--- src/dsl_regs.svh ---
/*
 * Offsets, field positions, reset values and timing counts for the drive
 * status lamp driver. Assumes a 100 MHz mclk and 32-bit APB.
 */
`ifndef DSL_REGS_SVH
`define DSL_REGS_SVH

// Register byte addresses
`define DSL_STATUS_ADDR   12'h000
`define DSL_CONTROL_ADDR  12'h004
`define DSL_IRQ_STAT_ADDR 12'h008
`define DSL_IRQ_MASK_ADDR 12'h00C
`define DSL_ALIAS_ADDR    12'h010
`define DSL_LAMPS_ADDR    12'h014

// Control fields
`define DSL_CTL_SW_ALIAS_BIT 0
`define DSL_CTL_TEST_BIT     1
`define DSL_CONTROL_RESET    32'h0000_0000
`define DSL_ALIAS_RESET      16'h0000
`define DSL_MASK_RESET       8'h00
// Event history at reset: supply-lost reads high while the inputs are flushed
`define DSL_EV_PREV_RESET    8'h20

// Status change flag value that marks a change/error
`define DSL_AL_CHANGE_ERR    8'h01

// Timing
`define DSL_CLK_HZ        100000000
`define DSL_TICK_MS       1
`define DSL_TICK_CYC      ((`DSL_CLK_HZ / 1000) * `DSL_TICK_MS)
`define DSL_FLASH_MS      200
`define DSL_LONG_OFF_MS   1000
`define DSL_FLICKER_MS    50

`endif

--- src/dsl_pkg.sv ---
/*
 * Types for the drive status lamp driver.
 * Assumes dsl_regs.svh holds every number.
 */
package dsl_pkg;

	// Fieldbus slave state as reported by the network controller
	typedef enum logic [2:0] {
		DSL_FB_BOOT,
		DSL_FB_INIT,
		DSL_FB_PREOP,
		DSL_FB_BOOTSTRAP,
		DSL_FB_SAFEOP,
		DSL_FB_OP
	} dsl_fb_state_t;

	// Lamp pattern selectors
	typedef enum logic [2:0] {
		DSL_PAT_OFF,
		DSL_PAT_ON,
		DSL_PAT_BLINK,
		DSL_PAT_FLICKER,
		DSL_PAT_SINGLE,
		DSL_PAT_DOUBLE
	} dsl_pattern_t;

	// Status from the drive core
	typedef struct packed {
		logic dc_bus_ok;
		logic drive_enabled;
		logic drive_fault;
		logic logic_supply_ok;
	} dsl_drive_stat_t;

	// Status from the network slave controller
	typedef struct packed {
		dsl_fb_state_t fb_state;
		logic          fw_download;
		logic [7:0]    al_change;
		logic          pdi_wdog_timeout;
		logic          config_error;
		logic          boot_error;
		logic          autonomous_change;
		logic          app_wdog_timeout;
		logic [1:0]    link_valid;
		logic [1:0]    link_traffic;
	} dsl_net_stat_t;

endpackage

--- src/dsl_led_driver.sv ---
/*
 * Drive status lamp driver: maps drive and fieldbus status onto LEDs,
 * with an APB slave for alias, control, status and interrupts.
 * Assumes drive_stat and net_stat come from other clock domains and are
 * synchronised here, and that mclk runs at 100 MHz.
 */
// Design decisions made here: the address map and the APB interface to the registers.
`timescale 1ns/1ps
`default_nettype none
`include "dsl_regs.svh"

module dsl_led_driver
	import dsl_pkg::*;
(
	// Clock and reset
	input  wire logic            mclk,
	input  wire logic            rst_n,
	// APB slave
	input  wire logic            psel,
	input  wire logic            penable,
	input  wire logic            pwrite,
	input  wire logic [11:0]     paddr,
	input  wire logic [31:0]     pwdata,
	output logic [31:0]          prdata,
	output logic                 pready,
	output logic                 pslverr,
	// Status inputs
	input  wire dsl_drive_stat_t drive_stat,
	input  wire dsl_net_stat_t   net_stat,
	input  wire logic            net_alias_we,
	input  wire logic [15:0]     net_alias,
	input  wire logic [1:0]      auto_position,
	// Lamps
	output logic                 bridge_green,
	output logic                 bridge_red,
	output logic                 logic_supply_lamp,
	output logic [1:0]           port_link_traffic_lamp,
	output logic                 fieldbus_state_lamp,
	output logic                 error_lamp,
	output logic [15:0]          station_address,
	output logic                 irq
);

	localparam int SYNC_W = $bits(dsl_drive_stat_t) + $bits(dsl_net_stat_t);
	localparam logic [23:0] TICK_LAST = 24'(`DSL_TICK_CYC - 1);
	localparam logic [11:0] FLASH = 12'(`DSL_FLASH_MS);
	localparam logic [11:0] LONG_OFF = 12'(`DSL_LONG_OFF_MS);
	localparam logic [11:0] FLICK = 12'(`DSL_FLICKER_MS);

	logic [SYNC_W-1:0] sync1_reg;
	logic [SYNC_W-1:0] sync2_reg;
	dsl_drive_stat_t   drv;
	dsl_net_stat_t     net;
	logic [23:0]       tick_cnt_reg;
	logic              ms_tick;
	logic [31:0]       control_reg;
	logic [15:0]       alias_reg;
	logic [7:0]        irq_stat_reg;
	logic [7:0]        irq_mask_reg;
	logic [7:0]        events;
	logic [7:0]        ev_prev_reg;
	logic [7:0]        ev_rise;
	logic              apb_wr;
	logic              apb_rd;
	dsl_pattern_t      fb_pat;
	dsl_pattern_t      err_pat;
	dsl_pattern_t      fb_pat_reg;
	dsl_pattern_t      err_pat_reg;
	logic [11:0]       fb_ms_reg;
	logic [11:0]       err_ms_reg;
	logic [11:0]       trf_ms_reg;
	logic              fb_on;
	logic              err_on;
	logic              trf_on;

	// Two-stage synchroniser for drive_stat and net_stat
	always_ff @(posedge mclk)
	begin
		if (!rst_n)
		begin
			sync1_reg <= '0;
			sync2_reg <= '0;
		end
		else
		begin
			sync1_reg <= {drive_stat, net_stat};
			sync2_reg <= sync1_reg;
		end
	end
	assign {drv, net} = sync2_reg;

	// Millisecond tick divider
	always_ff @(posedge mclk)
	begin
		if (!rst_n)
		begin
			tick_cnt_reg <= '0;
			ms_tick <= 1'b0;
		end
		else
		begin
			ms_tick <= (tick_cnt_reg == TICK_LAST);
			if (tick_cnt_reg == TICK_LAST)
				tick_cnt_reg <= '0;
			else
				tick_cnt_reg <= tick_cnt_reg + 24'h000001;
		end
	end

	// Fieldbus lamp pattern selection
	always_comb
	begin
		unique case (net.fb_state)
			DSL_FB_OP:        fb_pat = DSL_PAT_ON;
			DSL_FB_PREOP:     fb_pat = DSL_PAT_BLINK;
			DSL_FB_SAFEOP:    fb_pat = DSL_PAT_SINGLE;
			DSL_FB_BOOT,
			DSL_FB_BOOTSTRAP: fb_pat = DSL_PAT_FLICKER;
			DSL_FB_INIT:      fb_pat = DSL_PAT_OFF;
			default:          fb_pat = DSL_PAT_OFF;
		endcase
		if (net.fw_download)
			fb_pat = DSL_PAT_FLICKER;
	end

	// Error lamp pattern by priority, watchdogs first
	always_comb
	begin
		if (net.pdi_wdog_timeout)
			err_pat = DSL_PAT_ON;
		else if (net.app_wdog_timeout)
			err_pat = DSL_PAT_DOUBLE;
		else if (net.boot_error && net.al_change == `DSL_AL_CHANGE_ERR)
			err_pat = DSL_PAT_FLICKER;
		else if (net.autonomous_change)
			err_pat = DSL_PAT_SINGLE;
		else if (net.config_error)
			err_pat = DSL_PAT_BLINK;
		else
			err_pat = DSL_PAT_OFF;
	end

	// Pattern phase timer: wraps at the period end
	function automatic logic [11:0] dsl_period(input dsl_pattern_t p);
		unique case (p)
			DSL_PAT_BLINK:   dsl_period = FLASH + FLASH;
			DSL_PAT_FLICKER: dsl_period = FLICK + FLICK;
			DSL_PAT_SINGLE:  dsl_period = FLASH + LONG_OFF;
			DSL_PAT_DOUBLE:  dsl_period = FLASH + FLASH + FLASH + LONG_OFF;
			default:         dsl_period = 12'h001;
		endcase
	endfunction

	// Lamp level for a pattern at a given millisecond of its period
	function automatic logic dsl_lit(input dsl_pattern_t p,
		input logic [11:0] ms);
		unique case (p)
			DSL_PAT_ON:      dsl_lit = 1'b1;
			DSL_PAT_BLINK:   dsl_lit = (ms < FLASH);
			DSL_PAT_FLICKER: dsl_lit = (ms < FLICK);
			DSL_PAT_SINGLE:  dsl_lit = (ms < FLASH);
			DSL_PAT_DOUBLE:  dsl_lit = (ms < FLASH) ||
				(ms >= FLASH + FLASH && ms < FLASH + FLASH + FLASH);
			default:         dsl_lit = 1'b0;
		endcase
	endfunction

	// Fieldbus phase counter restarts on a pattern change
	always_ff @(posedge mclk)
	begin
		if (!rst_n)
		begin
			fb_pat_reg <= DSL_PAT_OFF;
			fb_ms_reg <= '0;
		end
		else
		begin
			fb_pat_reg <= fb_pat;
			if (fb_pat != fb_pat_reg)
				fb_ms_reg <= '0;
			else if (ms_tick)
				fb_ms_reg <= (fb_ms_reg + 12'h001 >= dsl_period(fb_pat_reg))
					? 12'h000 : fb_ms_reg + 12'h001;
		end
	end

	// Error phase counter restarts on a pattern change
	always_ff @(posedge mclk)
	begin
		if (!rst_n)
		begin
			err_pat_reg <= DSL_PAT_OFF;
			err_ms_reg <= '0;
		end
		else
		begin
			err_pat_reg <= err_pat;
			if (err_pat != err_pat_reg)
				err_ms_reg <= '0;
			else if (ms_tick)
				err_ms_reg <= (err_ms_reg + 12'h001 >= dsl_period(err_pat_reg))
					? 12'h000 : err_ms_reg + 12'h001;
		end
	end

	// Traffic flicker phase runs free; it is shared by both ports
	always_ff @(posedge mclk)
	begin
		if (!rst_n)
			trf_ms_reg <= '0;
		else if (ms_tick)
			trf_ms_reg <= (trf_ms_reg + 12'h001 >= FLICK + FLICK)
				? 12'h000 : trf_ms_reg + 12'h001;
	end

	assign fb_on = dsl_lit(fb_pat_reg, fb_ms_reg);
	assign err_on = dsl_lit(err_pat_reg, err_ms_reg);
	assign trf_on = (trf_ms_reg < FLICK);

	// Drive lamps, registered; the test bit lights them all
	always_ff @(posedge mclk)
	begin
		if (!rst_n)
		begin
			bridge_green <= 1'b0;
			bridge_red <= 1'b0;
			logic_supply_lamp <= 1'b0;
		end
		else if (control_reg[`DSL_CTL_TEST_BIT])
		begin
			bridge_green <= 1'b1;
			bridge_red <= 1'b1;
			logic_supply_lamp <= 1'b1;
		end
		else
		begin
			bridge_red <= drv.drive_fault;
			bridge_green <= drv.dc_bus_ok && drv.drive_enabled
				&& !drv.drive_fault;
			logic_supply_lamp <= drv.logic_supply_ok;
		end
	end

	// Network lamps, registered; the test bit lights them all
	always_ff @(posedge mclk)
	begin
		if (!rst_n)
		begin
			port_link_traffic_lamp <= 2'h0;
			fieldbus_state_lamp <= 1'b0;
			error_lamp <= 1'b0;
		end
		else if (control_reg[`DSL_CTL_TEST_BIT])
		begin
			port_link_traffic_lamp <= 2'h3;
			fieldbus_state_lamp <= 1'b1;
			error_lamp <= 1'b1;
		end
		else
		begin
			for (int i = 0; i < 2; i++)
				port_link_traffic_lamp[i] <= net.link_valid[i] &&
					(!net.link_traffic[i] || trf_on);
			fieldbus_state_lamp <= fb_on;
			error_lamp <= err_on;
		end
	end

	// Station address: alias from network or software, else position
	always_ff @(posedge mclk)
	begin
		if (!rst_n)
			alias_reg <= `DSL_ALIAS_RESET;
		else if (apb_wr && paddr == `DSL_ALIAS_ADDR)
			alias_reg <= pwdata[15:0];
		else if (net_alias_we)
			alias_reg <= net_alias;
	end

	// Registered station address: a zero alias falls back to position
	always_ff @(posedge mclk)
	begin
		if (!rst_n)
			station_address <= 16'h0000;
		else if (alias_reg != 16'h0000)
			station_address <= alias_reg;
		else
			station_address <= {14'h0000, auto_position};
	end

	// Interrupt events: rising edges of fault and error conditions
	assign events = {1'b0, drv.drive_fault, !drv.logic_supply_ok,
		net.pdi_wdog_timeout, net.app_wdog_timeout, net.config_error,
		net.boot_error, net.autonomous_change};

	assign apb_wr = psel && penable && pwrite;
	assign apb_rd = psel && penable && !pwrite;

	// Previous event levels; the synchroniser resets the supply flag low,
	// so the supply-lost bit starts high and no false edge follows reset
	always_ff @(posedge mclk)
	begin
		if (!rst_n)
			ev_prev_reg <= `DSL_EV_PREV_RESET;
		else
			ev_prev_reg <= events;
	end

	assign ev_rise = events & ~ev_prev_reg;

	// Sticky status: a read clears only the bits it reported, so an event
	// landing between setup and access is kept; a new event wins the clear
	always_ff @(posedge mclk)
	begin
		if (!rst_n)
			irq_stat_reg <= '0;
		else if (apb_rd && paddr == `DSL_IRQ_STAT_ADDR)
			irq_stat_reg <= (irq_stat_reg & ~prdata[7:0]) | ev_rise;
		else
			irq_stat_reg <= irq_stat_reg | ev_rise;
	end

	// Interrupt mask, same layout as the status
	always_ff @(posedge mclk)
	begin
		if (!rst_n)
			irq_mask_reg <= `DSL_MASK_RESET;
		else if (apb_wr && paddr == `DSL_IRQ_MASK_ADDR)
			irq_mask_reg <= pwdata[7:0];
	end

	// Level interrupt, one cycle behind the status
	always_ff @(posedge mclk)
	begin
		if (!rst_n)
			irq <= 1'b0;
		else
			irq <= |(irq_stat_reg & irq_mask_reg);
	end

	// Control register
	always_ff @(posedge mclk)
	begin
		if (!rst_n)
			control_reg <= `DSL_CONTROL_RESET;
		else if (apb_wr && paddr == `DSL_CONTROL_ADDR)
			control_reg <= pwdata & 32'h0000_0003;
	end

	// APB: read data is picked at the setup edge and pready rises for the
	// first access cycle, so every transfer ends with no wait state
	always_ff @(posedge mclk)
	begin
		if (!rst_n)
		begin
			prdata <= '0;
			pready <= 1'b0;
			pslverr <= 1'b0;
		end
		else
		begin
			pready <= psel && !penable;
			pslverr <= 1'b0;
			prdata <= '0;
			if (psel && !penable)
			begin
				unique case (paddr)
					`DSL_STATUS_ADDR: prdata <= {16'h0000,
						5'h00, net.fb_state, 2'h0, err_pat_reg, fb_pat_reg};
					`DSL_CONTROL_ADDR:  prdata <= control_reg;
					`DSL_IRQ_STAT_ADDR: prdata <= {24'h0, irq_stat_reg};
					`DSL_IRQ_MASK_ADDR: prdata <= {24'h0, irq_mask_reg};
					`DSL_ALIAS_ADDR:    prdata <= {16'h0, alias_reg};
					`DSL_LAMPS_ADDR:    prdata <= {24'h0, bridge_green,
						bridge_red, logic_supply_lamp, port_link_traffic_lamp,
						fieldbus_state_lamp, error_lamp, 1'b0};
					default: pslverr <= 1'b1;
				endcase
			end
		end
	end

endmodule
`default_nettype wire

--- config.mk ---
export PLATFORM = sky130hd
export DESIGN_NAME = dsl_led_driver
export DESIGN_NICKNAME = d
export VERILOG_FILES = /design/src/dsl_pkg.sv /design/src/dsl_led_driver.sv
export VERILOG_INCLUDE_DIRS = /design/src
export SDC_FILE = /design/constraint.sdc
export NUM_CORES = 1
export LEC_CHECK = 0
export ABC_AREA = 1
export BUFFER_PORTS_ARGS = -buffer_cell sky130_fd_sc_hd__clkbuf_2
export CAP_MARGIN = 20
export CORE_MARGIN = 3
export CORE_UTILIZATION = 30
export DETAILED_ROUTE_END_ITERATION = 7
export HOLD_SLACK_MARGIN = 0.05
export SYNTH_ARGS = -nofsm -noshare
export SYNTH_HDL_FRONTEND = slang
export SYNTH_SLANG_ARGS = --single-unit
--- constraint.sdc ---
create_clock -name mclk -period 5.5 [get_ports mclk]
set_input_delay 0.275 -clock mclk [delete_from_list [all_inputs] [get_ports mclk]]
set_output_delay 0.275 -clock mclk [all_outputs]
set_load 0.02 [all_outputs]
==> results of run 1 <==
synth_stat cells (all sizes together) (5+ instances only):
library cell,n
or2,7
nor3b,5
nand3,91
dfxtp,200
o22ai,10
xor2,15
xnor2,5
nor4,9
clkbuf,18
o21ai,49
inv,214
nor3,40
nand4,26
buf,40
ha,20
a211oi,16
nand2,288
a21oi,69
nor2,185
worst paths after layout:
check	to	depth (start not counted)	from
worst min-delay path	station_address[0]	3	auto_position[0]
worst max register to register	fb_ms_reg[3]	13	fb_ms_reg[0]
worst max-delay path	fb_ms_reg[3]	13	fb_ms_reg[0]
worst min register to register	ev_prev_reg[5]	1	sync2_reg[21]
timing repair:
action	in CTS	in global routing
hold buffers	26	0
endpoints found under the hold margin	26	0
setup buffers	0	0
area by class of cell:
| cell class | count | area [um^2] |
|---|---|---|
| well taps | 390 | 488.0 |
| repair buffers | 148 | 900.9 |
| clock buffers | 18 | 439.2 |
| multi-input cells | 869 | 4239 |
| fillers | 3174 | 19060 |
| flip-flops and latches | 200 | 4004 |
| inverters | 215 | 807.0 |
| clock inverters | 14 | 172.7 |
kinds of logic after synthesis:
family / synth area share, %
other: 0.04030
AND/OR/NAND/NOR: 30.68
XOR/XNOR: 1.883
buffers and inverters: 12.02
adder cells (fa/ha/maj): 2.689
flip-flops: 43.03
AO/OA/AOI/OAI: 9.654
power by group through the flow:
stage          combinational (W)  sequential, W  clock, W
4_1_cts                 0.000209        0.00151   0.00130
6_report                0.000208        0.00151   0.00127
3_5_place_dp            0.000194        0.00154         0
5_1_grt                 0.000235        0.00151   0.00136
2_1_floorplan           0.000125        0.00154         0
3_3_place_gp            0.000191        0.00154         0
metal layers:
layer / share of wire [%] / track usage [%] / up-vias
met2: 48 / 25.06 / 215
met4: 2.0 / 4.174 / 0
met3: 4.3 / 2.392 / 29
li1: - / - / 4429
met1: 46 / 18.86 / 3944
met5: 0 / 0 / -
critical path, cell delays in order (launching register included):
cell     delay, ns
dfxtp_1       0.50
ha_1          0.25
nand3_1       0.14
nor2_1        0.29
nand2_1       0.10
xor2_1        0.18
inv_1         0.06
ha_1          0.19
a21o_1        0.16
a21oi_1       0.12
nand2_1       0.08
nor2_2        0.45
nand3_1       0.15
a21oi_1       0.15
stage by stage:
stage | total power [W] | hold slack (ns) | worst slack, ns
final | 0.002985 | 0.08188 | 2.593
after global routing | 0.003105 | 0.07064 | 2.321
after detailed placement | 0.001737 | 0.3893 | 2.685
after global placement | 0.001733 | 0.3854 | 2.725
after floorplan | 0.001669 | 0.3634 | 3.272
after CTS | 0.003014 | 0.06797 | 2.647
==> results.md, run 1 <==
- Sinks on Clock Net: 200
- Setup TNS: 0 ns
- Final non-filler cell total: approximately 1900
- TritonCTS clock tree: built
- Final-report max-slew violation count: 0
- Final Util: a little under two fifths
- Mapped Area: 9305 um^2
- IO Pins: 151
- Final setup vio count: 0
- Deepest clock path buffer count: 2
- Tightest Pin Transition: about 0.84 ns
- Cell Area, Placed: between 10000 and 15000 um^2
- Avg Inst Size Synth: approximately 7.0 um^2
- Die Area: approximately 33000 um^2
- Fin crit share: ~53%
- Routability Congestion: between 0.8 and 0.9
- Worst endpoint required time: 5.86 ns
- Sequential share of the synthesized area: ~43%
- Gate power share: under 10%
- Cts bufs inserted: 17
- MaxCap Viol Count: 0
- H-tree Lvls: 4
- DRT antenna net count: 0
- Core area: 30110 um^2
- Worst-Skew Late Latency: about 0.44 ns
- Distinct cells, synth: 42
- Initial antenna violation count: 0
- Nets: about 1600
- Layout area overhead: 18.76%
- Drt wl/cell: approximately 13 um
- Ys async rst share: 0%
- DR iter-0 viols: 590
- Crit path DAT: between 3 and 4 ns
- WS Path Type: register to register
- Worst Skew: around 0.015 ns
- Row count: 63
- R2R setup slack: between 2 and 3 ns
- Synth warn: 0
- Gr usage total: 14.57%
- Sw Share: between 20% and 30%
- Syn Inst Count: 1327
- Vias per inst: around 4.6
- Clock power frac: a little over two fifths
- Seq pwr share: about 51%
- Die W: 182.1 um
- Crit. End Element: register
- Post-DP HPWL: roughly 18000 um
- Detailed-route via count: about 8600
- Root Driver: clkbuf_16
- Largest net degree at the start of global routing: 49
- RSZ-0062 raised after global routing: no
- Synth area leaders: dfxtp_1, nand2_1, inv_1, nor2_1, nand3_1
- Reported net switching power: about 0.0008 W
- Detailed Route WL: 24580 um
- Slew HR: around 44%
- First drt pass iteration count: 6
- Final Hold Fails: 0
- First-pass GRT wire length: ~40000 um
- Number of synthesized flops with an enable pin: 0
- Yosys reg bits: 200
- P_leak: about 5.0 nW
- Fmax: roughly 340 MHz
- Power density over the cells: 270.1 nW/um^2
- Peak supply drop: 0.2329 mV
- Placed cell count: about 1800
- GR Overflow Total: 0
- Number of remaining DRC errors: 0
- PostCTS Resize Cnt: 0
- Commonest cells after routing, fill and taps aside: nand2_1, inv_1, dfxtp_1
- Outcome: complete, no violations
- Most common cell after layout, fill and taps aside: nand2_1
- Yosys top cell by area: dfxtp_1
- Fin area: about 11000 um^2
- Hold Path Class: input pin to register
- Ys flop type: dfxtp_1
- Port bufs: 118
- Initial Util: 30.90%
- Period minus WS final: just under 3 ns
- Inserted Diodes: 0
- CP Launch Type: register
- Power Internal: between 0.002 and 0.0025 W
- Die Y: 182.1 um
- Clk slew on worst S/H paths: around 0.080 ns
- Layout cell share with drive strength beyond 1: around an eighth
- Vias in the first global route: 8014
- Share of the synthesized area in the top cell type: about 43%
- CP max FO: 11
Power figures use the tool's default switching activity.
==> run 2: changes to the inputs <==
clock period = 2.5 ns   (was 5.5 ns; I/O delays follow)
==> results.md, run 2 (synthesis gave the netlist of run 1 again) <==
- Row count: 63 (unchanged)
- Peak supply drop: 0.4528 mV (+94%)
- Min-Delay Path Depth: 5 (+2)
- CP Launch Type: register
- GR Overflow Total: 0 (unchanged)
- Final Hold Fails: 0 (unchanged)
- Die Y: 182.1 um (unchanged)
- Max incr delay on CP: 0.36 ns (-0.14 ns)
- Gr usage total: 14.60% (+0.023 points)
- WS Path Type: register to register
- Layout area overhead: 26.53%
- Startpoint of the worst hold path: pwrite
- Slew HR: 54.69% (+11 points)
- Initial antenna violation count: 0 (unchanged)
- Outcome: complete, no violations
- First-pass GRT wire length: 39690 um (+0.21%)
- MaxCap Viol Count: 0 (unchanged)
- Fmax: 427.9 MHz (+24%)
- Vias in the first global route: 8054 (+0.50%)
- Die W: 182.1 um (unchanged)
- Most common cell after layout, fill and taps aside: nand2_1
- CP top delay family: simple AND/OR/NAND/NOR gates
- Sinks on Clock Net: 200 (unchanged)
- Clk slew on worst S/H paths: 0.08 ns (about the same)
- Initial Util: 30.90% (unchanged)
- Worst flop-to-flop path endpoint: err_ms_reg[10]
- Die Area: 33170 um^2 (unchanged)
- Worst Hold Endpoint: irq_stat_reg[7]
- Area of the multi-input gates: 4382 um^2 (+3.4%)
- First drt pass iteration count: 8 (+2)
- Largest net degree at the start of global routing: 50 (+2.0%)
- P_leak: 5.316 nW (+6.6%)
- Post-DP HPWL: 18480 um (+1.5%)
- Detailed Route WL: 24950 um (+1.5%)
- Drt wl/cell: 13.03 um (-1.7%)
- Slowest CP cell: dfxtp_2
- Detailed-route via count: 8845 (+2.6%)
- CP Cell Sequence: ha_4 > nand2_2 > nor2_2 > nand2_2 > nor2_4 > nand2_1 > nand2_1 > inv_1 > ha_1 > and3_4 > nand2_1 > nand2_2 > nor2_4 > clkbuf_16 > nand2_1 > nor2_1 > nor2_1 > nor2_1
- Worst endpoint required time: 2.87 ns (-2.99 ns)
- RSZ-0062 raised after global routing: yes
- Inserted Diodes: 0 (unchanged)
- Hold WS: 0.07524 ns (-0.006638 ns)
- Commonest cells after routing, fill and taps aside: nand2_1, inv_1, dfxtp_1
- TritonCTS clock tree: built
- DR iter-0 viols: 667 (+13%)
- Reg2Reg Launch Point: err_ms_reg[0]
- Crit path buf inv count: 2 (+1)
- Layout cell share with drive strength beyond 1: 16.21% (+3.5 points)
- Root Driver: clkbuf_16
- CP max FO: 5 (-6)
- Final setup vio count: 0 (unchanged)
- Core area: 30110 um^2 (unchanged)
- Crit path DAT: 2.70 ns (-0.56 ns)
- Worst-Skew Late Latency: 0.44 ns (about the same)
- Tightest Pin Transition: 0.6744 ns (-0.1611 ns)
- Cts bufs inserted: 17 (unchanged)
- Worst R2R Path Depth: 18 (+5)
- Period minus WS final: 2.337 ns (-0.5700 ns)
- Port bufs: 118 (unchanged)
- Crit. End Element: register
- Deepest clock path buffer count: 2 (unchanged)
- Routability Congestion: 0.9167 (+2.3%)
- Fill count: 3089 (-2.7%)
- R2R setup slack: 0.16 ns (-2.43 ns)
- Worst Skew: 0.01520 ns (+0.0006408 ns)
- Hold Path Class: input pin to register
- H-tree Lvls: 4 (unchanged)
- Setup ws final: 0.1631 ns (-2.430 ns)
- Vias per inst: 4.621 (-0.57%)
- DRT antenna net count: 0 (unchanged)
- Post-Place Worst Slack: 0.08862 ns (-2.596 ns)
- Setup TNS: 0 ns (unchanged)
- Final-report max-slew violation count: 0 (unchanged)
- CP most frequent cell: nand2_1
- Power density over the cells: 560.4 nW/um^2 (+110%)
- Fin crit share: 93.48% (+41 points)
- IO Pins: 151 (unchanged)
- Nets: 1624 (+3.8%)
- Number of remaining DRC errors: 0 (unchanged)
- Sequential cell area: 4019 um^2 (+0.37%)
[run 2: cell types whose count changed in the layout (fill, tap and decap cells not counted), moves of 5 or more]
cell / delta
dlygate4sd3_1: +36
nor2_4: +5
dfxtp_1: -12
nor2_1: -6
buf_4: +20
dfxtp_2: +12
[run 2: power breakdown]
group | switching [W] | leakage [nW] | total [W] | internal (W)
combinational | 0.000308 | 3.39 | 0.000525 | 0.000217
sequential | 0.0000455 | 1.64 | 0.00331 | 0.00327
clock | 0.00140 | 0.291 | 0.00276 | 0.00135
total | 0.00176 | 5.32 | 0.00660 | 0.00484
[run 2: worst min-delay path, delay by kind of cell]
kind | cells | cell delay [ns]
buffers and inverters | 2 | 0.16
AND/OR/NAND/NOR | 3 | 0.21
[run 2: metrics by stage]
| stage | instance area, um^2 | instances | total power, W | util [%] |
|---|---|---|---|---|
| floorplan | 9361 | 1342 | 0.003671 | - |
| global placement | 10330 | 1816 | 0.003828 | 34.32 |
| detailed placement | 10330 | 1816 | 0.003832 | 34.32 |
| CTS | 11560 | 1910 | 0.006658 | 38.39 |
| global route | 11770 | 1914 | 0.006857 | 39.10 |
| finish | 11770 | 1914 | 0.006598 | 39.10 |
[run 2: metal layers]
layer / wire length (um) / global-route usage, %
met4: 747 / 5.210
met2: 11740 / 24.26
met1: 11280 / 18.99
met5: 0 / 0
met3: 1184 / 2.691
[run 2: worst max path at each step]
| stage | start | end | slack [ns] | cells after the start |
|---|---|---|---|---|
| final | err_ms_reg[0] | err_ms_reg[10] | 0.16 | 18 |
| after global routing | err_ms_reg[1] | err_ms_reg[4] | -0.02 | 16 |
| after CTS | err_ms_reg[0] | err_ms_reg[10] | 0.06 | 18 |
| after detailed placement | err_ms_reg[0] | err_ms_reg[10] | 0.09 | 17 |
| after global placement | fb_ms_reg[0] | fb_ms_reg[8] | 0.14 | 14 |
| after floorplan | err_ms_reg[0] | err_ms_reg[1] | 0.27 | 17 |
[run 2: cell type report]
cell class	instances	area share (%)
Multi-Input combinational cell	869	37.22
Clock inverter	15	1.520
Clock buffer	17	3.613
Sequential cell	200	34.13
Tap cell	390	4.145
Inverter	215	6.876
Timing Repair Buffer	208	12.50
[run 2: repair_timing]
action / CTS / global route
gates resized for setup: 0 / 47
hold buffers: 62 / 0
endpoints found under the setup margin: 0 / 22
hold endpoints to repair: 54 / 0
setup buffers: 0 / 3
